### src/shared/pcs_pkg.sv
// shared constants, types and helpers of the power state controller
package pcs_pkg;
    localparam int CLK_PERIOD_NS = 8;
    localparam int POWER_UP_RESET_INTERVAL_US = 10;
    // longest interval: round down, never below one cycle
    localparam int POR_RAW = (POWER_UP_RESET_INTERVAL_US * 1000)
                             / CLK_PERIOD_NS;
    localparam int POR_CYCLES = (POR_RAW < 1) ? 1 : POR_RAW;
    localparam int POR_CNT_W = $clog2(POR_CYCLES + 1);
    localparam int SLOW_EDGE_DELAY_ADDER_NS = 3;
    // extra delay of slow outputs: round up, at least one cycle
    localparam int SLOW_RAW = (SLOW_EDGE_DELAY_ADDER_NS + CLK_PERIOD_NS - 1)
                              / CLK_PERIOD_NS;
    localparam int SLOW_CYCLES = (SLOW_RAW < 1) ? 1 : SLOW_RAW;
    localparam int NUM_CELLS = 32;
    localparam int SIGNATURE_BITS = 160;
    localparam int SIG_WORDS = SIGNATURE_BITS / 32;
    localparam int ADDR_W = 8;
    localparam logic [ADDR_W-1:0] ADDR_CTRL = 8'h00;
    localparam logic [ADDR_W-1:0] ADDR_STATUS = 8'h04;
    localparam logic [ADDR_W-1:0] ADDR_SLEW = 8'h08;
    localparam logic [ADDR_W-1:0] ADDR_PRELOAD_MASK = 8'h0C;
    localparam logic [ADDR_W-1:0] ADDR_PRELOAD_DATA = 8'h10;
    localparam logic [ADDR_W-1:0] ADDR_CELL_STATE = 8'h14;
    localparam logic [ADDR_W-1:0] ADDR_SIG_BASE = 8'h20;
    localparam int CTRL_SLEEP_EN_BIT = 0;
    localparam int CTRL_FUSE_BIT = 1;
    localparam int STATUS_POR_BIT = 0;
    localparam int STATUS_ASLEEP_BIT = 1;
    localparam int STATUS_LOCK_BIT = 2;
    localparam int STATUS_REFUSED_BIT = 3;
    localparam int STATUS_FEATURE_BIT = 4;
    localparam logic [31:0] SLEW_RESET = 32'h0000_0000;
    localparam logic [31:0] MASK_RESET = 32'h0000_0000;
    localparam logic [1:0] RESP_OKAY = 2'h0;
    localparam logic [1:0] RESP_SLVERR = 2'h2;

    typedef enum logic [1:0] {
        PCS_POR_CLEAR = 2'b00,
        PCS_RUN = 2'b01,
        PCS_ASLEEP = 2'b10
    } pcs_state_t;

    // byte-lane merge of a bus write into an old word
    function automatic logic [31:0] pcs_merge(input logic [31:0] oldVal,
                                              input logic [31:0] newVal,
                                              input logic [3:0] strb);
        logic [31:0] res;
        res = oldVal;
        for (int b = 0; b < 4; b++) begin
            if (strb[b]) begin
                res[b*8 +: 8] = newVal[b*8 +: 8];
            end
        end
        return res;
    endfunction
endpackage

### src/shared/pcs_out_if.sv
// cell outputs, enables and slew settings toward the output stage
interface pcs_out_if #(parameter int WIDTH = 32);
    logic [WIDTH-1:0] data;
    logic [WIDTH-1:0] oe;
    logic [WIDTH-1:0] fast;
    modport src (output data, output oe, output fast);
    modport dst (input data, input oe, input fast);
endinterface

### src/logic/pcs_pin_sync.sv
// two-stage synchroniser for pin inputs
module pcs_pin_sync #(
    parameter int WIDTH = 1
) (
    input wire logic clk_sys,
    input wire logic reset,
    input wire logic [WIDTH-1:0] asyncIn,
    output logic [WIDTH-1:0] syncOut
);
    logic [WIDTH-1:0] metaReg;

    // first stage is read by the second stage only
    always_ff @(posedge clk_sys) begin
        if (reset) begin
            metaReg <= '0;
            syncOut <= '0;
        end else begin
            metaReg <= asyncIn;
            syncOut <= metaReg;
        end
    end
endmodule // pcs_pin_sync

### src/logic/pcs_slew_stage.sv
// output stage with per-output fast or slow edge timing
module pcs_slew_stage #(
    parameter int WIDTH = 32
) (
    input wire logic clk_sys,
    input wire logic reset,
    pcs_out_if.dst cells,
    output logic [WIDTH-1:0] pinOut,
    output logic [WIDTH-1:0] pinOe
);
    import pcs_pkg::*;

    logic [2*WIDTH-1:0] pipeReg [SLOW_CYCLES];
    logic [2*WIDTH-1:0] slowTap;

    // slow outputs run through a short delay line
    always_ff @(posedge clk_sys) begin
        if (reset) begin
            pipeReg[0] <= '0;
        end else begin
            pipeReg[0] <= {cells.oe, cells.data};
        end
    end

    genvar k;
    generate
        for (k = 1; k < SLOW_CYCLES; k++) begin : g_pipe
            always_ff @(posedge clk_sys) begin
                if (reset) begin
                    pipeReg[k] <= '0;
                end else begin
                    pipeReg[k] <= pipeReg[k-1];
                end
            end
        end
    endgenerate

    assign slowTap = pipeReg[SLOW_CYCLES-1];

    // hi-z outputs come up disabled; fast picks the direct path
    always_ff @(posedge clk_sys) begin
        if (reset) begin
            pinOut <= '0;
            pinOe <= '0;
        end else begin
            pinOut <= (cells.data & cells.fast)
                      | (slowTap[WIDTH-1:0] & ~cells.fast);
            pinOe <= (cells.oe & cells.fast)
                     | (slowTap[2*WIDTH-1:WIDTH] & ~cells.fast);
        end
    end
endmodule // pcs_slew_stage

### src/logic/pcs_power_state_ctrl.sv
// power-up clear, pin sleep, preload, slew and lock for a cell array
//
// The register offsets and the AXI4-Lite register port were chosen for this implementation.

// Summary of operation
// - power-up clear forces every cell register to zero, outputs low
// - with the feature on, a high sleep pin enters power-down
// - power-down freezes cell registers and every output value
// - outputs disabled at power-down entry stay disabled throughout
// - power-down blocks all inputs except the sleep pin
// - input hold latches keep their last levels during power-down
// - with the feature on, the sleep pin never reaches the array
// - preload can force any chosen cell register to one or zero
// - per-output slew bit, default slow, slow adds output delay
// - once locked, verify and preload refused, signature still readable
// - lock acts at once on the write that sets it
module pcs_power_state_ctrl #(
    parameter int NUM_CELLS = pcs_pkg::NUM_CELLS,
    parameter bit SLEEP_FEATURE = 1'b1
) (
    input wire logic clk_sys,
    input wire logic reset,
    input wire logic [pcs_pkg::ADDR_W-1:0] s_axi_awaddr,
    input wire logic s_axi_awvalid,
    output logic s_axi_awready,
    input wire logic [31:0] s_axi_wdata,
    input wire logic [3:0] s_axi_wstrb,
    input wire logic s_axi_wvalid,
    output logic s_axi_wready,
    output logic [1:0] s_axi_bresp,
    output logic s_axi_bvalid,
    input wire logic s_axi_bready,
    input wire logic [pcs_pkg::ADDR_W-1:0] s_axi_araddr,
    input wire logic s_axi_arvalid,
    output logic s_axi_arready,
    output logic [31:0] s_axi_rdata,
    output logic [1:0] s_axi_rresp,
    output logic s_axi_rvalid,
    input wire logic s_axi_rready,
    input wire logic [NUM_CELLS-1:0] ioIn,
    input wire logic [NUM_CELLS-1:0] oeRequest,
    input wire logic sleepRequestPin,
    output logic [NUM_CELLS-1:0] ioOut,
    output logic [NUM_CELLS-1:0] ioOe,
    output logic [NUM_CELLS-1:0] keeperLevel,
    output logic sleepActive
);
    import pcs_pkg::*;

    localparam int SYNC_W = 2 * NUM_CELLS + 1;

    logic [SYNC_W-1:0] pinSync;
    logic [NUM_CELLS-1:0] ioSync;
    logic [NUM_CELLS-1:0] oeSync;
    logic sleepSync;
    pcs_state_t stateReg;
    pcs_state_t stateNext;
    logic [POR_CNT_W-1:0] porCountReg;
    logic [NUM_CELLS-1:0] macroReg;
    logic [NUM_CELLS-1:0] oeReg;
    logic [31:0] slewReg;
    logic [31:0] maskReg;
    logic [31:0] sigReg [SIG_WORDS];
    logic lockReg;
    logic sleepEnReg;
    logic refusedReg;
    logic sleepFeatureOn;
    logic porBusy;
    logic enterSleep;
    logic runTick;
    logic [NUM_CELLS-1:0] arrayIn;
    logic awHeldReg;
    logic wHeldReg;
    logic [ADDR_W-1:0] awAddrReg;
    logic [31:0] wDataReg;
    logic [3:0] wStrbReg;
    logic doWrite;
    logic arAccept;
    logic wrErr;
    logic rdErr;
    logic [31:0] rdData;
    logic preloadGo;
    logic [31:0] preloadWord;

    // signature window decode, shared by read and write paths
    function automatic logic isSig(input logic [ADDR_W-1:0] a);
        return (a >= ADDR_SIG_BASE)
               && (a < ADDR_SIG_BASE + ADDR_W'(4 * SIG_WORDS))
               && (a[1:0] == 2'h0);
    endfunction

    function automatic logic [2:0] sigIdx(input logic [ADDR_W-1:0] a);
        logic [ADDR_W-1:0] off;
        off = a - ADDR_SIG_BASE;
        return off[4:2];
    endfunction

    // every pin passes two flops before logic sees it
    pcs_pin_sync #(.WIDTH(SYNC_W)) uPinSync (
        .clk_sys(clk_sys),
        .reset(reset),
        .asyncIn({sleepRequestPin, oeRequest, ioIn}),
        .syncOut(pinSync)
    );

    assign ioSync = pinSync[NUM_CELLS-1:0];
    assign oeSync = pinSync[2*NUM_CELLS-1:NUM_CELLS];
    assign sleepSync = pinSync[2*NUM_CELLS];

    // build-time feature gates the run-time enable
    assign sleepFeatureOn = SLEEP_FEATURE && sleepEnReg;
    assign porBusy = (stateReg == PCS_POR_CLEAR);
    assign enterSleep = (stateReg == PCS_RUN) && sleepFeatureOn
                        && sleepSync;
    assign runTick = (stateReg == PCS_RUN) && !enterSleep;

    // sleep pin is an ordinary array input only with the feature off
    assign arrayIn = ioSync ^ {{(NUM_CELLS-1){1'b0}},
                               (!sleepFeatureOn && sleepSync)};

    // sequencer: clear interval, run, power-down
    always_comb begin
        stateNext = stateReg;
        unique case (stateReg)
            PCS_POR_CLEAR: begin
                if (porCountReg == POR_CNT_W'(POR_CYCLES - 1)) begin
                    stateNext = PCS_RUN;
                end
            end
            PCS_RUN: begin
                if (enterSleep) begin
                    stateNext = PCS_ASLEEP;
                end
            end
            PCS_ASLEEP: begin
                if (!sleepSync) begin
                    stateNext = PCS_RUN;
                end
            end
            default: begin
                stateNext = PCS_POR_CLEAR;
            end
        endcase
    end

    always_ff @(posedge clk_sys) begin
        if (reset) begin
            stateReg <= PCS_POR_CLEAR;
            sleepActive <= 1'b0;
        end else begin
            stateReg <= stateNext;
            sleepActive <= (stateNext == PCS_ASLEEP);
        end
    end

    // clear interval counter restarts with every reset
    always_ff @(posedge clk_sys) begin
        if (reset) begin
            porCountReg <= '0;
        end else if (porBusy) begin
            porCountReg <= porCountReg + POR_CNT_W'(1);
        end
    end

    // preload is refused when locked or outside run
    assign preloadGo = doWrite && (awAddrReg == ADDR_PRELOAD_DATA)
                       && !lockReg && (stateReg == PCS_RUN);
    assign preloadWord = pcs_merge(32'(macroReg), wDataReg, wStrbReg);

    // cell registers: clear wins, then preload, then run; held asleep
    always_ff @(posedge clk_sys) begin
        if (reset || porBusy) begin
            macroReg <= '0;
        end else if (preloadGo) begin
            macroReg <= (macroReg & ~maskReg[NUM_CELLS-1:0])
                        | (preloadWord[NUM_CELLS-1:0]
                           & maskReg[NUM_CELLS-1:0]);
        end else if (runTick) begin
            macroReg <= arrayIn;
        end
    end

    // enables and hold latches only follow pins while running
    always_ff @(posedge clk_sys) begin
        if (reset || porBusy) begin
            oeReg <= '0;
        end else if (runTick) begin
            oeReg <= oeSync;
        end
    end

    always_ff @(posedge clk_sys) begin
        if (reset) begin
            keeperLevel <= '0;
        end else if (runTick) begin
            keeperLevel <= ioSync;
        end
    end

    // output stage owns the slew timing
    pcs_out_if #(.WIDTH(NUM_CELLS)) cellBus ();
    assign cellBus.data = macroReg;
    assign cellBus.oe = oeReg;
    assign cellBus.fast = slewReg[NUM_CELLS-1:0];

    pcs_slew_stage #(.WIDTH(NUM_CELLS)) uSlew (
        .clk_sys(clk_sys),
        .reset(reset),
        .cells(cellBus),
        .pinOut(ioOut),
        .pinOe(ioOe)
    );

    // axi write side: address and data taken in either order
    assign doWrite = awHeldReg && wHeldReg && !s_axi_bvalid;
    always_ff @(posedge clk_sys) begin
        if (reset) begin
            awHeldReg <= 1'b0;
            wHeldReg <= 1'b0;
            awAddrReg <= '0;
            wDataReg <= '0;
            wStrbReg <= '0;
            s_axi_awready <= 1'b1;
            s_axi_wready <= 1'b1;
            s_axi_bvalid <= 1'b0;
            s_axi_bresp <= RESP_OKAY;
        end else begin
            if (s_axi_awvalid && s_axi_awready) begin
                awHeldReg <= 1'b1;
                awAddrReg <= s_axi_awaddr;
                s_axi_awready <= 1'b0;
            end
            if (s_axi_wvalid && s_axi_wready) begin
                wHeldReg <= 1'b1;
                wDataReg <= s_axi_wdata;
                wStrbReg <= s_axi_wstrb;
                s_axi_wready <= 1'b0;
            end
            if (doWrite) begin
                s_axi_bvalid <= 1'b1;
                s_axi_bresp <= wrErr ? RESP_SLVERR : RESP_OKAY;
            end
            if (s_axi_bvalid && s_axi_bready) begin
                s_axi_bvalid <= 1'b0;
                awHeldReg <= 1'b0;
                wHeldReg <= 1'b0;
                s_axi_awready <= 1'b1;
                s_axi_wready <= 1'b1;
            end
        end
    end

    // write decode; refused and unmapped writes answer slverr
    always_comb begin
        wrErr = 1'b0;
        unique case (1'b1)
            awAddrReg == ADDR_CTRL,
            awAddrReg == ADDR_STATUS,
            awAddrReg == ADDR_SLEW,
            awAddrReg == ADDR_PRELOAD_MASK: wrErr = 1'b0;
            awAddrReg == ADDR_PRELOAD_DATA: wrErr = !preloadGo;
            isSig(awAddrReg): wrErr = lockReg;
            default: wrErr = 1'b1;
        endcase
    end

    // configuration registers
    always_ff @(posedge clk_sys) begin
        if (reset) begin
            slewReg <= SLEW_RESET;
            maskReg <= MASK_RESET;
            sleepEnReg <= SLEEP_FEATURE;
        end else if (doWrite) begin
            if (awAddrReg == ADDR_SLEW) begin
                slewReg <= pcs_merge(slewReg, wDataReg, wStrbReg);
            end
            if (awAddrReg == ADDR_PRELOAD_MASK) begin
                maskReg <= pcs_merge(maskReg, wDataReg, wStrbReg);
            end
            if (awAddrReg == ADDR_CTRL && wStrbReg[0]) begin
                sleepEnReg <= wDataReg[CTRL_SLEEP_EN_BIT];
            end
        end
    end

    // lock is sticky until reset and acts on the very write
    always_ff @(posedge clk_sys) begin
        if (reset) begin
            lockReg <= 1'b0;
        end else if (doWrite && awAddrReg == ADDR_CTRL && wStrbReg[0]
                     && wDataReg[CTRL_FUSE_BIT]) begin
            lockReg <= 1'b1;
        end
    end

    // signature words are writable only before the lock
    genvar s;
    generate
        for (s = 0; s < SIG_WORDS; s++) begin : g_sig
            always_ff @(posedge clk_sys) begin
                if (reset) begin
                    sigReg[s] <= '0;
                end else if (doWrite && isSig(awAddrReg) && !lockReg
                             && sigIdx(awAddrReg) == 3'(s)) begin
                    sigReg[s] <= pcs_merge(sigReg[s], wDataReg, wStrbReg);
                end
            end
        end
    endgenerate

    // refused flag: a new refusal beats a clear in the same cycle
    always_ff @(posedge clk_sys) begin
        if (reset) begin
            refusedReg <= 1'b0;
        end else if ((doWrite && awAddrReg == ADDR_PRELOAD_DATA && wrErr)
                     || (arAccept && rdErr)) begin
            refusedReg <= 1'b1;
        end else if (doWrite && awAddrReg == ADDR_STATUS && wStrbReg[0]
                     && wDataReg[STATUS_REFUSED_BIT]) begin
            refusedReg <= 1'b0;
        end
    end

    // read decode; verify is blanked once locked, signature is not
    always_comb begin
        rdData = '0;
        rdErr = 1'b0;
        unique case (1'b1)
            s_axi_araddr == ADDR_CTRL: begin
                rdData[CTRL_SLEEP_EN_BIT] = sleepEnReg;
                rdData[CTRL_FUSE_BIT] = lockReg;
            end
            s_axi_araddr == ADDR_STATUS: begin
                rdData[STATUS_POR_BIT] = porBusy;
                rdData[STATUS_ASLEEP_BIT] = (stateReg == PCS_ASLEEP);
                rdData[STATUS_LOCK_BIT] = lockReg;
                rdData[STATUS_REFUSED_BIT] = refusedReg;
                rdData[STATUS_FEATURE_BIT] = SLEEP_FEATURE;
            end
            s_axi_araddr == ADDR_SLEW: rdData = slewReg;
            s_axi_araddr == ADDR_PRELOAD_MASK: rdData = maskReg;
            s_axi_araddr == ADDR_CELL_STATE: begin
                rdErr = lockReg;
                rdData = lockReg ? '0 : 32'(macroReg);
            end
            isSig(s_axi_araddr): rdData = sigReg[sigIdx(s_axi_araddr)];
            default: rdErr = 1'b1;
        endcase
    end

    // axi read side: one read at a time, answer one cycle after address
    assign arAccept = s_axi_arvalid && s_axi_arready;
    always_ff @(posedge clk_sys) begin
        if (reset) begin
            s_axi_arready <= 1'b1;
            s_axi_rvalid <= 1'b0;
            s_axi_rdata <= '0;
            s_axi_rresp <= RESP_OKAY;
        end else if (arAccept) begin
            s_axi_arready <= 1'b0;
            s_axi_rvalid <= 1'b1;
            s_axi_rdata <= rdData;
            s_axi_rresp <= rdErr ? RESP_SLVERR : RESP_OKAY;
        end else if (s_axi_rvalid && s_axi_rready) begin
            s_axi_rvalid <= 1'b0;
            s_axi_arready <= 1'b1;
        end
    end
endmodule // pcs_power_state_ctrl

### config.mk
export PLATFORM = sky130hd
export DESIGN_NAME = pcs_power_state_ctrl
export DESIGN_NICKNAME = d
export VERILOG_FILES = /design/src/shared/pcs_pkg.sv /design/src/shared/pcs_out_if.sv /design/src/logic/pcs_pin_sync.sv /design/src/logic/pcs_slew_stage.sv /design/src/logic/pcs_power_state_ctrl.sv
export SDC_FILE = /design/constraint.sdc
export NUM_CORES = 1
export LEC_CHECK = 0
export BUFFER_PORTS_ARGS = -buffer_cell sky130_fd_sc_hd__buf_2
export CAP_MARGIN = 30
export CORE_ASPECT_RATIO = 1.4
export CORE_MARGIN = 3
export CORE_UTILIZATION = 58
export CTS_BUF_LIST = sky130_fd_sc_hd__clkbuf_16
export DETAILED_ROUTE_END_ITERATION = 10
export PLACE_DENSITY = 0.83
export SLEW_MARGIN = 20
export SYNTH_ARGS = -nofsm -noshare
export SYNTH_HDL_FRONTEND = slang
export SYNTH_SLANG_ARGS = --single-unit
### constraint.sdc
create_clock -name clk_sys -period 3.1 [get_ports clk_sys]
set_input_delay 0.155 -clock clk_sys [delete_from_list [all_inputs] [get_ports clk_sys]]
set_output_delay 0.155 -clock clk_sys [all_outputs]
set_load 0.02 [all_outputs]
; ---- Word-level counts from Yosys, hierarchy flattened
; Memory sizes are Yosys's and may differ from the RTL's.
; Cells that the tools add are included.
[word_totals]
regBits = 458
ramBits = 224
inputBits = 124
out_inout_bits = 138
elab_cells = 318
mem_count = 2
[mem_list]
columns = name, depth, word_bits, rd, rd_ports_with_merged_regs, write_ports, line
row1 = sigReg, 5, 32, 1, 0, 5, pcs_power_state_ctrl.sv:63  ; logic [31:0] sigReg [SIG_WORDS];
row2 = uSlew.pipeReg, 1, 64, 1, 0, 1, pcs_slew_stage.sv:13  ; logic [2*WIDTH-1:0] pipeReg [SLOW_CYCLES];
[op_classes]
addsub = 3
n_lt_le_gt_ge = 4
eq_ne = 36
n_mux = 124
n_bitwise = 32
n_reduce_logical = 83
[op_table]
columns = op, count
row1 = 2-to-1 mux 8 bit, 84
row2 = AND 32 bit, 6
row3 = case mux 27 bit (4 select lines), 1
row4 = 2-to-1 mux 32 bit, 3
row5 = OR 32 bit, 3
row6 = 2-to-1 mux 64 bit, 1
row7 = NOT 32 bit, 2
row8 = OR reduction 64 bit, 1
row9 = != test 3 bit (second input constant), 20
row10 = AND reduction 2 bit, 21
row11 = logical AND 1 bit, 34
row12 = == test 8 x 4 -> 1 bit (second input constant), 4
row13 = bitwise XOR 32 x 1 -> 32 bit, 1
row14 = 2-to-1 mux 1 bit, 25
row15 = AND reduction 3 bit, 8
row16 = OR 1 bit, 20
row17 = == test 8 x 3 -> 1 bit (second input constant), 2
row18 = == test 8 x 5 -> 1 bit (second input constant), 2
row19 = greater-or-equal comparator 8 x 6 -> 1 bit (second input constant), 2
row20 = zero test 8 bit, 2
row21 = less-than comparator 8 x 6 -> 1 bit (second input constant), 2
row22 = case mux 3 bit (5 select lines), 1
row23 = case mux 2 bit (6 select lines), 1
row24 = adder 11 x 1 -> 11 bit (second input constant), 1
row25 = other kinds (19), 35

; ---- Depth between registers and ports, before layout
[logic_depth]
depth_word = 11
ltp_mapped = 8
mapped_depth_nobuf = 5

; ---- Modules after synthesis
; A second synthesis with hierarchy kept.
[unflattened]
hier_cells = 2476
hier_area_um2 = 25939.9
[modules_own_cells]
columns = module, instances, cells_each, area_per_inst_um2, seq_area_each_um2
row1 = pcs_power_state_ctrl, 1, 1868, 18520.3, 10049.6
row2 = pcs_slew_stage, 1, 334, 3931.3, 2562.5
row3 = pcs_pin_sync, 1, 274, 3488.3, 2602.5

; ---- Worst setup path after synthesis
; Ideal clock, no wire load.
[synth_timing]
path_type = reg2reg
from = register awAddrReg[0]
to = memory sigReg[2][10] (enable)
setup_time_ps = 326
arrival_time_ps = 1820
required_ps = 2774
setup_slack_ps = 954
path_stages_with_launch = 7
path_buffers = 1
period_less_slack_ps = 2146
path_cell_list = dfxtp_1 or4_1 buf_6 and4bb_4 nand2_1 nor2_1 a21o_1
[synth_rtl]
columns = element, line
row1 = "start, declared", pcs_power_state_ctrl.sv:74  ; logic [ADDR_W-1:0] awAddrReg;
row2 = "start signal, assigned", pcs_power_state_ctrl.sv:230  ; awAddrReg <= s_axi_awaddr;
row3 = "end, declared", pcs_power_state_ctrl.sv:63

==> impl_metrics.env <==
export IMPL_synth_top_cell_area_share_pct=41.17
export IMPL_dp_hpwl_mm=44.37
export IMPL_antenna_cells=0
export IMPL_critPathTopFamily="simple AND/OR/NAND/NOR gates"
export IMPL_die_area_um2=46170
export IMPL_antenna_found_initial=0
export IMPL_drive_gt1_share_pct=15.06
export IMPL_grt_max_degree=222
export IMPL_area_growth_pct=18.84
export IMPL_io_pins=262
export IMPL_grt_ovfl_total=0
export IMPL_fmax_ghz=0.3740
export IMPL_crit_fanout=8
export IMPL_yosysSeqAreaShare_pct=60.17
export IMPL_die_w_um=182.5
export IMPL_syn_area_um2=25290
export IMPL_drv_cap=0
export IMPL_start_kind="flop"
export IMPL_grt_pass1_vias=19000
export IMPL_place_area_um2=26840
export IMPL_power_uw=17890
export IMPL_finClkSkew_ns=0.01846
export IMPL_finalCritPeriodShare_pct=86.26
export IMPL_tightestPinTransition_ns=1.014
export IMPL_cts_root_buf="clkbuf_16"
export IMPL_synth_seq_cells=680
export IMPL_cp_cell_sequence="or4_1, and4bb_4, nand2_1, nor2_1, a21o_1"
export IMPL_dpl_cell_count=3117
export IMPL_die_h_um=253.1
export IMPL_wl_per_cell_um=20.24
export IMPL_critical_path_max_stage_delay_ns=0.73
export IMPL_critical_path_arrival_ns=2.95
export IMPL_final_cell_area_um2=30050
export IMPL_required_ns=3.38
export IMPL_synth_edf_count=160
export IMPL_initial_core_util_pct=59.29
export IMPL_drc=0
export IMPL_viasPerCell=5.842
export IMPL_syn_area_per_cell_um2=10.29
export IMPL_synth_cell_types=65
export IMPL_final_cells=3348
export IMPL_cts_max_level=2
export IMPL_vdd_drop_max_v=0.0004625
export IMPL_rsz0062_at_grt="false"
export IMPL_drt_total_wl_mm=67.75
export IMPL_cts_tree="yes"
export IMPL_antenna_left=0
export IMPL_core_um2=42650
export IMPL_async_flop_share_pct=0
export IMPL_post_cts_setup_buffers=0
export IMPL_drtPass1Iterations=6
export IMPL_grt_util_all_layers_pct=28.41
export IMPL_leakage_uw=0.01132
export IMPL_setup_tns_ns=0
export IMPL_finalCriticalPeriod_ns=2.674
export IMPL_crit_type="reg2reg"
export IMPL_ys_warn_count=0
export IMPL_cts_buffer_depth=3
export IMPL_outcome="complete, no violations"
export IMPL_end_kind="flop"
export IMPL_cts_made_buffers=57
export IMPL_yosys_top_cells_area="dfxtp_1 (41%), edfxtp_1 (19%), nand2_1 (5.5%)"
export IMPL_port_buffer_count=259
export IMPL_gp_congestion=0.9282
export IMPL_slew_headroom_pct=32.40
export IMPL_finalMaxSlewViolations=0
export IMPL_powerDensity_nw_per_um2=595.4
export IMPL_finalNetCount=2880
export IMPL_grt_pass1_wl_mm=104.2
export IMPL_insertion_delay_ns=0.61
export IMPL_yosys_most_used_dff="dfxtp_1"
export IMPL_hold_violations=0
export IMPL_clk_pin_slew_worst_paths_ns=0.07
export IMPL_final_setup_viol_count=0
export IMPL_hold_path_class="in2reg"
export IMPL_num_rows=89
export IMPL_clock_sinks=680
export IMPL_dr_first_iter_drc_count=1972
export IMPL_slowest_stage="or4_1"
export IMPL_crit_buf_inv=0
export IMPL_syn_inst=2458
export IMPL_via_count=19558
export IMPL_yosysTopAreaCell="dfxtp_1"
-- what timing repair did --
item	CTS	global route
hold endpoints to repair	117	0
resized for setup	0	0
hold buffers	124	0
-- worst reg2reg max path, cell delays in order (launching register included) --
cell      delay (ns)
dfxtp_1         0.31
or4_1           0.73
and4bb_4        0.44
nand2_1         0.08
nor2_1          0.40
a21o_1          0.39
-- synthesized netlist by cell type, drive strengths merged (14+ instances only) --
cell type / n
dfxtp: 520
nand2: 369
nor2: 325
nor2b: 202
a21oi: 193
edfxtp: 160
clkbuf: 136
mux2i: 127
buf: 47
a211oi: 37
nand3: 37
nand4b: 29
o311ai: 29
a32oi: 28
a21o: 21
a221oi: 19
a22oi: 18
o211ai: 17
a311oi: 15
mux4: 14
-- metrics by stage --
step | hold WS, ns | worst slack (ns) | util (%)
after detailed placement | 0.3667 | 0.4487 | 62.94
after floorplan | 0.2554 | 0.9542 | -
after global placement | 0.3646 | 0.4809 | 62.90
after global routing | 0.2240 | 0.3245 | 70.46
after CTS | 0.1870 | 0.4166 | 70.46
final | 0.1621 | 0.4260 | 70.46
-- cells by family (layout without fill, tap and decap cells) --
kind of cell,Yosys count,after routing,share of synthesized area (%)
AND/OR/NAND/NOR,1022,1022,19.10
multiplexers,147,147,6.542
adder cells (fa/ha/maj),2,2,0.09895
buffers and inverters,189,532,3.216
flip-flops,680,680,60.17
other,1,2,0.01483
AO/OA/AOI/OAI,406,406,10.48
XOR/XNOR,11,11,0.3810
-- cell usage in the layout, fill, tap and decap left out, types with 7 or more instances in the layout --
master / instances
a211oi_1: 37
a21o_1: 21
a21oi_1: 192
a221oi_1: 19
a22oi_1: 18
a311oi_1: 15
a32oi_1: 28
and2_1: 9
buf_2: 258
buf_4: 31
bufinv_16: 8
clkbuf_16: 60
clkinv_1: 9
clkinv_2: 12
dfxtp_1: 520
dlygate4sd3_1: 124
edfxtp_1: 160
inv_1: 12
mux2i_1: 127
mux4_2: 14
nand2_1: 368
nand3_1: 37
nand4b_1: 29
nor2_1: 323
nor2b_1: 202
o211ai_1: 17
o21ai_0: 12
o311ai_0: 29
xor2_1: 7
-- power by group --
part	total, uW	internal [uW]	switching [uW]
clock	7490	4200	3290
sequential	9440	9270	167
combinational	962	401	560
-- path summary, 6_finish.rpt --
path | end | slack (ns) | startpoint | cells after the start
worst max-delay path | sigReg[2][26] | 0.43 | awAddrReg[0] | 5
worst min-delay path | uSlew.pipeReg[0][42] | 0.16 | reset | 3
worst max register to register | sigReg[2][26] | 0.43 | awAddrReg[0] | 5
worst min register to register | cellBus.oe[20] | 0.43 | uPinSync.syncOut[52] | 2
-- layer usage --
layer / wire (um) / vias up / track usage, %
met3: 5991 / 164 / 5.159
met1: 26490 / 9344 / 37.00
met2: 32760 / 991 / 47.19
met5: 0 / - / 0
li1: - / 9059 / -
met4: 2508 / 0 / 11.37
-- flip-flops by register name, summed over array words and instances, names as in the netlist, 2 cells and up, named ones only --
name / cells
sigReg: 160
uPinSync.metaReg: 65
uPinSync.syncOut: 65
uSlew.pipeReg: 64
cellBus.fast: 32
cellBus.oe: 32
keeperLevel: 32
maskReg: 32
s_axi_rdata: 32
uSlew.pinOe: 32
uSlew.pinOut: 32
wDataReg: 32
porCountReg: 11
awAddrReg: 8
wStrbReg: 4
stateReg: 2
-- final cells by class --
cell class	instances	area, um2
sequential	680	15210
fill	2917	12600
multi-input combinational	1590	9289
timing repair buffer	419	2875
clock buffer	60	1501
tap	546	683.2
clock inverter	47	464.2
inverter	6	22.52
Note: power is estimated with default switching activity, not from simulation.
